--- src/verilog/aoncp_consts.svh ---
/*
  Constants of the always-on clock and power controller: register
  offsets, field positions, reset values, key value and stage counts.
  Assumes a byte-addressed register port with 8-bit addresses.
*/
// Contract
// - power-on reset sets slow oscillator trim to 16 and divider to 4
// - divider field is read-write bits 5:0, resets to 0x4
// - trim field is read-write bits 20:16, resets to 0x10
// - bit 30 read-write enable resets to one; bit 31 read-only ready
// - select pad low or mux bit 0 picks the external slow clock
// - mux register bit 31 reads the select pad level
// - on external reset slow clock comes from oscillator or pad per pad
// - on wakeup reset fast clock runs from fast oscillator default
// - wait-for-interrupt halts execution and gates pipeline clocks
// - local or platform interrupt, or other event, ends wait mode
// - accepted sleep powers down core and pads, outputs float
// - wakeup turns supplies on with clock, core, pad resets held
// - supplies stable releases clock reset; clocks stable releases others
// - readable cause register; backup registers survive sleep
// - supplies switch only through two dedicated chip outputs
`ifndef AONCP_CONSTS_SVH
`define AONCP_CONSTS_SVH

// -----------------------------------------------------------------
// register offsets
// -----------------------------------------------------------------
`define AONCP_OFS_OSC 8'h70
`define AONCP_OFS_MUX 8'h7C
`define AONCP_OFS_KEY 8'h80
`define AONCP_OFS_SLEEP 8'h84
`define AONCP_OFS_CAUSE 8'h88
`define AONCP_OFS_WAKEEN 8'h8C
`define AONCP_OFS_BKP 8'h90
`define AONCP_OFS_STAT 8'hA0

// -----------------------------------------------------------------
// fields and reset values
// -----------------------------------------------------------------
`define AONCP_DIV_MSB 5
`define AONCP_TRIM_LSB 16
`define AONCP_TRIM_MSB 20
`define AONCP_EN_BIT 30
`define AONCP_RDY_BIT 31
`define AONCP_DIV_RST 6'h04
`define AONCP_TRIM_RST 5'h10
`define AONCP_EN_RST 1'b1
`define AONCP_MUX_SEL_BIT 0
`define AONCP_MUX_STAT_BIT 31
`define AONCP_MUX_RST 1'b0
`define AONCP_KEY_VAL 32'h0051_F15E
`define AONCP_CAUSE_POR 2'h0
`define AONCP_CAUSE_WAKE 2'h1

// -----------------------------------------------------------------
// stage counts in slow-clock cycles
// -----------------------------------------------------------------
`define AONCP_OSC_START_CYC 16
`define AONCP_PDN_CYC 8
`define AONCP_SUP_CYC 32
`define AONCP_CLK_CYC 32

`endif

--- src/verilog/aoncp_pkg.sv ---
/*
  Types of the always-on clock and power controller.
  Assumes nothing beyond a SystemVerilog compiler.
*/
package aoncp_pkg;
  typedef enum logic [2:0] {
    st_run = 3'b000,
    st_pdown = 3'b001,
    st_sleep = 3'b010,
    st_pwrup = 3'b011,
    st_clkup = 3'b100
  } aoncp_state_t;
endpackage

--- src/verilog/aoncp_seq_if.sv ---
/*
  Link between the register side and the power sequencer.
  Assumes both ends run on the same slow always-on clock.
*/
`timescale 1ns/1ps
interface aoncp_seq_if #(parameter int WAKE_W = 2);
  import aoncp_pkg::*;
  logic sleep_req;
  logic [WAKE_W-1:0] wake_evt;
  logic core_sup_en;
  logic pad_sup_en;
  logic clk_rst;
  logic core_rst;
  logic pad_rst;
  logic pads_float;
  logic wake_done;
  aoncp_state_t state;
  modport ctl (output sleep_req, output wake_evt, input core_sup_en,
    input pad_sup_en, input clk_rst, input core_rst, input pad_rst,
    input pads_float, input wake_done, input state);
  modport seq (input sleep_req, input wake_evt, output core_sup_en,
    output pad_sup_en, output clk_rst, output core_rst, output pad_rst,
    output pads_float, output wake_done, output state);
endinterface

--- src/verilog/aoncp_pwr_seq.sv ---
/*
  Power-down and staged wakeup sequencer.
  Assumes wake events arrive already synchronised and gated by enable.
*/
`timescale 1ns/1ps
`include "aoncp_consts.svh"
module aoncp_pwr_seq
  import aoncp_pkg::*;
#(
  parameter int PDN_CYC = `AONCP_PDN_CYC,
  parameter int SUP_CYC = `AONCP_SUP_CYC,
  parameter int CLK_CYC = `AONCP_CLK_CYC
) (
  input wire logic sys_clk,
  input wire logic sys_rst,
  aoncp_seq_if.seq sq
);
  aoncp_state_t state_q;
  logic [7:0] cnt_q;
  logic done_d;

  // -----------------------------------------------------------------
  // stage sequencing
  // -----------------------------------------------------------------
  // stage timer expiry
  function automatic logic hit(input logic [7:0] c, input int n);
    hit = (c == 8'(n - 1));
  endfunction

  always_comb begin
    done_d = 1'b0;
    case (state_q)
      st_pdown: done_d = hit(cnt_q, PDN_CYC);
      st_pwrup: done_d = hit(cnt_q, SUP_CYC);
      st_clkup: done_d = hit(cnt_q, CLK_CYC);
      default: done_d = 1'b0;
    endcase
  end

  // state walk, each stage timed in slow cycles
  always_ff @(posedge sys_clk) begin
    if (sys_rst) begin
      state_q <= st_run;
    end else begin
      case (state_q)
        st_run: if (sq.sleep_req) state_q <= st_pdown;
        st_pdown: if (done_d) state_q <= st_sleep;
        st_sleep: if (|sq.wake_evt) state_q <= st_pwrup;
        st_pwrup: if (done_d) state_q <= st_clkup;
        st_clkup: if (done_d) state_q <= st_run;
        default: state_q <= st_run;
      endcase
    end
  end

  // stage counter, cleared on every stage change
  always_ff @(posedge sys_clk) begin
    if (sys_rst || done_d || state_q == st_run || state_q == st_sleep) begin
      cnt_q <= 8'h00;
    end else begin
      cnt_q <= cnt_q + 8'h01;
    end
  end

  // -----------------------------------------------------------------
  // supply and reset outputs
  // -----------------------------------------------------------------
  // supplies on except in sleep and power-down
  assign sq.core_sup_en = (state_q != st_sleep) && (state_q != st_pdown);
  assign sq.pad_sup_en = sq.core_sup_en;
  assign sq.clk_rst = (state_q != st_run) && (state_q != st_clkup);
  assign sq.core_rst = (state_q != st_run);
  assign sq.pad_rst = (state_q != st_run);
  assign sq.pads_float = (state_q == st_sleep) || (state_q == st_pdown);
  assign sq.wake_done = (state_q == st_clkup) && done_d;
  assign sq.state = state_q;
endmodule // aoncp_pwr_seq

--- src/verilog/aoncp_top.sv ---
/*
  Always-on clock and power controller: slow oscillator configuration,
  slow clock source mux, wait mode, keyed sleep entry and wakeup.
  Assumes a single-cycle register port and a free-running slow clock.
*/
`timescale 1ns/1ps
`include "aoncp_consts.svh"
module aoncp_top
  import aoncp_pkg::*;
#(
  parameter int WAKE_W = 2,
  parameter int BKP_N = 4,
  parameter int OSC_START_CYC = `AONCP_OSC_START_CYC,
  parameter int PDN_CYC = `AONCP_PDN_CYC,
  parameter int SUP_CYC = `AONCP_SUP_CYC,
  parameter int CLK_CYC = `AONCP_CLK_CYC
) (
  input wire logic sys_clk,
  input wire logic sys_rst,
  input wire logic [7:0] reg_addr,
  input wire logic [31:0] reg_wdata,
  input wire logic reg_wr,
  input wire logic reg_rd,
  output logic [31:0] reg_rdata,
  input wire logic clksel_pad,
  input wire logic [WAKE_W-1:0] wake_pad,
  input wire logic wfi_exec,
  input wire logic local_irq,
  input wire logic plat_irq,
  input wire logic other_wake,
  output logic pipe_clk_gate,
  output logic [5:0] slow_osc_div,
  output logic [4:0] slow_osc_trim,
  output logic slow_osc_en,
  output logic slow_clk_use_ext,
  output logic fast_osc_default,
  output logic pmu_out_0,
  output logic pmu_out_1,
  output logic clk_rst,
  output logic core_rst,
  output logic pad_rst,
  output logic pads_float
);
  aoncp_seq_if #(.WAKE_W(WAKE_W)) sif ();

  logic [5:0] div_q;
  logic [4:0] trim_q;
  logic en_q;
  logic rdy_q;
  logic [7:0] start_q;
  logic ext_sel_q;
  logic use_ext_q;
  logic sel_s1_q;
  logic sel_s2_q;
  logic [WAKE_W-1:0] wk_s1_q;
  logic [WAKE_W-1:0] wk_s2_q;
  logic [WAKE_W-1:0] wake_en_q;
  logic unlock_q;
  logic sleep_req_q;
  logic [1:0] cause_code_q;
  logic [WAKE_W-1:0] cause_evt_q;
  logic [31:0] bkp_q [BKP_N];
  logic wait_q;
  logic [31:0] rdata_q;
  logic [31:0] rdata_d;
  logic irq_any;

  // word index of a backup register, or BKP_N when not one
  function automatic int bkp_idx(input logic [7:0] a);
    bkp_idx = BKP_N;
    for (int i = 0; i < BKP_N; i++) begin
      if (a == 8'(`AONCP_OFS_BKP + 4 * i)) bkp_idx = i;
    end
  endfunction

  // write strobe aimed at one offset
  function automatic logic wr_at(input logic [7:0] ofs);
    wr_at = reg_wr && (reg_addr == ofs);
  endfunction

  // -----------------------------------------------------------------
  // pin synchronisers
  // -----------------------------------------------------------------
  // select pad and wake pins pass two flip-flops
  always_ff @(posedge sys_clk) begin
    if (sys_rst) begin
      sel_s1_q <= 1'b1;
      sel_s2_q <= 1'b1;
      wk_s1_q <= '0;
      wk_s2_q <= '0;
    end else begin
      sel_s1_q <= clksel_pad;
      sel_s2_q <= sel_s1_q;
      wk_s1_q <= wake_pad;
      wk_s2_q <= wk_s1_q;
    end
  end

  // -----------------------------------------------------------------
  // slow oscillator configuration
  // -----------------------------------------------------------------
  // divider, trim and enable fields
  always_ff @(posedge sys_clk) begin
    if (sys_rst) begin
      div_q <= `AONCP_DIV_RST;
      trim_q <= `AONCP_TRIM_RST;
      en_q <= `AONCP_EN_RST;
    end else if (wr_at(`AONCP_OFS_OSC)) begin
      div_q <= reg_wdata[`AONCP_DIV_MSB:0];
      trim_q <= reg_wdata[`AONCP_TRIM_MSB:`AONCP_TRIM_LSB];
      en_q <= reg_wdata[`AONCP_EN_BIT];
    end
  end

  // start-up timer behind the ready flag
  always_ff @(posedge sys_clk) begin
    if (sys_rst || !en_q) begin
      start_q <= 8'h00;
      rdy_q <= 1'b0;
    end else if (start_q == 8'(OSC_START_CYC - 1)) begin
      rdy_q <= 1'b1;
    end else begin
      start_q <= start_q + 8'h01;
    end
  end

  assign slow_osc_div = div_q;
  assign slow_osc_trim = trim_q;
  assign slow_osc_en = en_q;

  // -----------------------------------------------------------------
  // slow clock source mux
  // -----------------------------------------------------------------
  // software select bit
  always_ff @(posedge sys_clk) begin
    if (sys_rst) begin
      ext_sel_q <= `AONCP_MUX_RST;
    end else if (wr_at(`AONCP_OFS_MUX)) begin
      ext_sel_q <= reg_wdata[`AONCP_MUX_SEL_BIT];
    end
  end

  // pad low or software bit picks the external pad clock
  always_ff @(posedge sys_clk) begin
    if (sys_rst) begin
      use_ext_q <= 1'b0;
    end else begin
      use_ext_q <= !sel_s2_q || ext_sel_q;
    end
  end

  assign slow_clk_use_ext = use_ext_q;

  // -----------------------------------------------------------------
  // wait mode
  // -----------------------------------------------------------------
  assign irq_any = local_irq || plat_irq || other_wake;

  // wfi gates the pipeline until an interrupt or event
  always_ff @(posedge sys_clk) begin
    if (sys_rst || core_rst) begin
      wait_q <= 1'b0;
    end else if (wait_q && irq_any) begin
      wait_q <= 1'b0;
    end else if (wfi_exec && !irq_any) begin
      wait_q <= 1'b1;
    end
  end

  assign pipe_clk_gate = wait_q;

  // -----------------------------------------------------------------
  // keyed sleep entry
  // -----------------------------------------------------------------
  // key arms the very next write only
  always_ff @(posedge sys_clk) begin
    if (sys_rst) begin
      unlock_q <= 1'b0;
      sleep_req_q <= 1'b0;
    end else begin
      sleep_req_q <= 1'b0;
      if (reg_wr) begin
        unlock_q <= wr_at(`AONCP_OFS_KEY)
          && (reg_wdata == `AONCP_KEY_VAL);
        sleep_req_q <= wr_at(`AONCP_OFS_SLEEP) && unlock_q;
      end
    end
  end

  // wake enables
  always_ff @(posedge sys_clk) begin
    if (sys_rst) begin
      wake_en_q <= '0;
    end else if (wr_at(`AONCP_OFS_WAKEEN)) begin
      wake_en_q <= reg_wdata[WAKE_W-1:0];
    end
  end

  assign sif.sleep_req = sleep_req_q;
  assign sif.wake_evt = wk_s2_q & wake_en_q;

  aoncp_pwr_seq #(
    .PDN_CYC(PDN_CYC),
    .SUP_CYC(SUP_CYC),
    .CLK_CYC(CLK_CYC)
  ) u_seq (
    .sys_clk(sys_clk),
    .sys_rst(sys_rst),
    .sq(sif.seq)
  );

  assign pmu_out_0 = sif.core_sup_en;
  assign pmu_out_1 = sif.pad_sup_en;
  assign clk_rst = sif.clk_rst;
  assign core_rst = sif.core_rst;
  assign pad_rst = sif.pad_rst;
  assign pads_float = sif.pads_float;
  assign fast_osc_default = sif.clk_rst;

  // -----------------------------------------------------------------
  // cause and backup registers
  // -----------------------------------------------------------------
  // cause records power-on or the wake events that ended sleep
  always_ff @(posedge sys_clk) begin
    if (sys_rst) begin
      cause_code_q <= `AONCP_CAUSE_POR;
      cause_evt_q <= '0;
    end else if (sif.state == st_sleep && |sif.wake_evt) begin
      cause_code_q <= `AONCP_CAUSE_WAKE;
      cause_evt_q <= sif.wake_evt;
    end
  end

  // backup words, untouched by the sleep sequence
  always_ff @(posedge sys_clk) begin
    if (sys_rst) begin
      for (int i = 0; i < BKP_N; i++) bkp_q[i] <= 32'h0000_0000;
    end else if (reg_wr && bkp_idx(reg_addr) < BKP_N) begin
      bkp_q[bkp_idx(reg_addr)] <= reg_wdata;
    end
  end

  // -----------------------------------------------------------------
  // register read path
  // -----------------------------------------------------------------
  // read mux, unmapped offsets read zero
  always_comb begin
    rdata_d = 32'h0000_0000;
    if (reg_addr == `AONCP_OFS_OSC) begin
      rdata_d[`AONCP_DIV_MSB:0] = div_q;
      rdata_d[`AONCP_TRIM_MSB:`AONCP_TRIM_LSB] = trim_q;
      rdata_d[`AONCP_EN_BIT] = en_q;
      rdata_d[`AONCP_RDY_BIT] = rdy_q;
    end else if (reg_addr == `AONCP_OFS_MUX) begin
      rdata_d[`AONCP_MUX_SEL_BIT] = ext_sel_q;
      rdata_d[`AONCP_MUX_STAT_BIT] = sel_s2_q;
    end else if (reg_addr == `AONCP_OFS_CAUSE) begin
      rdata_d[1:0] = cause_code_q;
      rdata_d[8 +: WAKE_W] = cause_evt_q;
    end else if (reg_addr == `AONCP_OFS_WAKEEN) begin
      rdata_d[WAKE_W-1:0] = wake_en_q;
    end else if (reg_addr == `AONCP_OFS_STAT) begin
      rdata_d[2:0] = sif.state;
      rdata_d[4] = wait_q;
    end else if (bkp_idx(reg_addr) < BKP_N) begin
      rdata_d = bkp_q[bkp_idx(reg_addr)];
    end
  end

  // read data stands the cycle after the strobe only
  always_ff @(posedge sys_clk) begin
    if (sys_rst || !reg_rd) begin
      rdata_q <= 32'h0000_0000;
    end else begin
      rdata_q <= rdata_d;
    end
  end

  assign reg_rdata = rdata_q;
endmodule // aoncp_top
--- config.mk ---
export PLATFORM = sky130hd
export DESIGN_NAME = aoncp_top
export DESIGN_NICKNAME = d
export VERILOG_FILES = /design/src/verilog/aoncp_pkg.sv /design/src/verilog/aoncp_seq_if.sv /design/src/verilog/aoncp_pwr_seq.sv /design/src/verilog/aoncp_top.sv
export VERILOG_INCLUDE_DIRS = /design/src /design/src/verilog
export SDC_FILE = /design/constraint.sdc
export NUM_CORES = 1
export LEC_CHECK = 0
export ABC_AREA = 0
export CORE_UTILIZATION = 30
export DETAILED_ROUTE_END_ITERATION = 10
export DONT_BUFFER_PORTS = 1
export GPL_ROUTABILITY_DRIVEN = 0
export GPL_TIMING_DRIVEN = 0
export PLACE_DENSITY = 0.43
export SYNTH_ARGS = -nofsm -noshare
export SYNTH_HDL_FRONTEND = slang
export SYNTH_SLANG_ARGS = --single-unit
export TNS_END_PERCENT = 1
--- constraint.sdc ---
create_clock -name sys_clk -period 4.71 [get_ports sys_clk]
set_input_delay 0.471 -clock sys_clk [delete_from_list [all_inputs] [get_ports sys_clk]]
set_output_delay 0.471 -clock sys_clk [all_outputs]
set_load 0.05 [all_outputs]
==> results.cfg <==
[yosys]
yosysTopAreaCell = edfxtp_1
synth_edf_count = 128
synthArstFlopShare_pct = 0
yosysWarnings = 0
synth_cell_types = 70
synth_area_per_cell_um2 = 11.1
yosysSeqAreaShare_pct = 60.1
synth_area_mm2 = 0.00907
synth_fp_nets = 867
synth_top_area_share_pct = 42.4
synth_ff_type = edfxtp_1
synth_top_cells_by_count = edfxtp_1, and2_1, nand2_1
syn-instance-count = 814
synth_seq_cells = 208
yosysMostFrequentCell = edfxtp_1
synth.area.top_cells = edfxtp_1, dfxtp_1, and2_1, nand2_1, nor2_1

[run_status]
outcome = completed

[clocking]
clk_path_buf_depth = 3
htree_levels = 1
post-cts-setup-buffers = 0
cts.clk_slew.worst_paths_ns = 0.06
cts-root-buf = clkbuf_16
cts.sinks = 208
cts_made_buffers = 25
insertion_delay_ns = 0.54
cts_tree = done

[setup_path]
cpMaxStageDelayCell = and2_1
critPathBufInv = 3
max_stage_delay_ns = 0.47
crit_fanout = 10
arrival_ns = 2.58
path_delay_family = buffers and inverters
crit_chain = clkbuf_1 > xor2_1 > and2_1 > inv_1 > buf_4
path_class = flip-flop to output pin
r2r-start = u_seq.sq.state[1]
r2r_end = pipe_clk_gate
critPathCaptureType = output pin
critPathLaunchType = flip-flop
rr_worst_depth = 7
r2r_slack_ns = 2.50
worstPathRequired_ns = 4.24

[grt]
grt-ovfl-total = 0
grt_usage_pct = 17.7
antenna_found_initial = 0
grt_pass1_vias = 6074
grt_pass1_wl_mm = 40.3
grt_max_degree = 33

[die]
die_x_um = 176
dieArea_mm2 = 0.0309
rows = 63
ios = 104
initial_utilization_pct = 30.5
die_y_um = 176
core_mm2 = 0.0297

[timing]
final.setup.worst_slack_ns = 1.66
rsz0062_at_grt = false
hold_ws_ns = 0.0312
finalSetupViolations = 0
worst_slew_pin_slew_ns = 1.01
slew_headroom_pct = 33.0
finalCritPeriodShare_pct = 64.8
fmax_mhz = 328
report.final.slew_viol_count = 0
final.min_clock_period_ns = 3.05
fin_skew_ns = 0.0277
finalHoldViolCount = 0

[finish]
drive_gt1_share_pct = 10.7
area_growth_pct = 14.8
num-nets-final = 897
diodes = 0

[detailed_routing]
drt_iter0_markers = 357
antenna_left = 0
drc = 0
routedWlPerCell_um = 21.7
wirelength_mm = 27.2
firstDrtPassIters = 4
avgViaCountPerCell = 4.82
vias = 6038

[worst_hold_path]
min_path_cells = 1
hp-start = clksel_pad
holdPathEnd = sel_s1_q
min_path_type = input port to flip-flop

[power_and_ir_drop]
ir_worst_vdd_uv = 253
pwr_density_cell_mw_per_mm2 = 396
leakagePower_nw = 3.85

[place]
dp_hpwl_mm = 18.1
dp_slack_ns = 1.67
port_buffers = 0

[run]
max_cap_violations = 0
==> layer usage <==
layer	vias up	track usage, %	part of all wire [%]
li1	2918	-	-
met4	0	3.70	1.3
met5	-	0	0
met2	119	29.5	48
met3	30	3.70	5.1
met1	2971	23.6	46
==> cells in the final DEF, fill, tap and decap left out, types with 13 or more instances in the layout <==
cell type	n
dfxtp_1	80
and2_1	127
a21oi_1	17
a311oi_1	17
clkbuf_1	25
inv_1	27
nand3_1	13
clkbuf_16	25
mux2i_1	23
nand2_1	87
a31oi_1	26
nor2_1	82
edfxtp_1	128
==> through the flow <==
stage	area, µm²	TNS [ns]	power (mW)	instances	utilization (%)
2_1_floorplan	9070	0	2.21	814	-
3_3_place_gp	9560	-18.17	2.26	1204	32.2
3_5_place_dp	9590	0	2.26	1205	32.3
4_1_cts	10400	0	4.18	1253	35.0
5_1_grt	10400	0	4.27	1253	35.0
6_report	10400	0	4.13	1253	35.0
==> cell families (layout without fill, tap and decap cells) <==
group,after synthesis,after routing,share of synthesized area [%]
compound gates,99,99,7.84
flops,208,208,60.1
fa+ha+maj,2,2,0.276
mux,23,23,2.54
simple gates,392,392,24.0
xor+xnor,12,12,1.16
buf+inv,78,127,4.14
==> sequential cells by signal (all words and copies together) (netlist names), 2 cells and up <==
register / count
u_seq.sq.state: 3
slow_osc_div: 6
reg_rdata: 32
u_seq.cnt_q: 8
cause_evt_q: 2
wk_s2_q: 2
slow_osc_trim: 5
bkp_q: 128
wk_s1_q: 2
wake_en_q: 2
start_q: 8
==> what timing repair did <==
action                    CTS  global route
hold buffers                2             0
gates resized for setup     0             0
hold endpoints to repair    1             0
==> area by class of cell <==
class / count / area (µm²)
multi-input combinational: 528 / 3260
sequential: 208 / 5450
fill: 2950 / 19300
inverter: 27 / 101
buffer: 51 / 274
timing repair buffer: 3 / 40.0
clock inverter: 13 / 116
clock buffer: 33 / 686
tap: 390 / 488
==> worst max-delay path by stage <==
stage	startpoint	to	cells past startpoint	slack, ns
2_1_floorplan	reg_addr[3]	bkp_q[3][0]	6	1.31
5_1_grt	u_seq.sq.state[1]	pmu_out_1	5	1.53
3_3_place_gp	reg_addr[3]	bkp_q[3][15]	6	-0.57
4_1_cts	u_seq.sq.state[1]	pmu_out_1	5	1.61
6_report	u_seq.sq.state[1]	pmu_out_1	5	1.66
3_5_place_dp	reg_addr[3]	bkp_q[2][14]	5	1.67
==> power breakdown <==
| part | switching [mW] | internal [mW] |
|---|---|---|
| clock | 0.773 | 1.13 |
| combinational | 0.152 | 0.0556 |
| sequential | 0.0229 | 1.99 |
(Power assumes the default switching activity.)
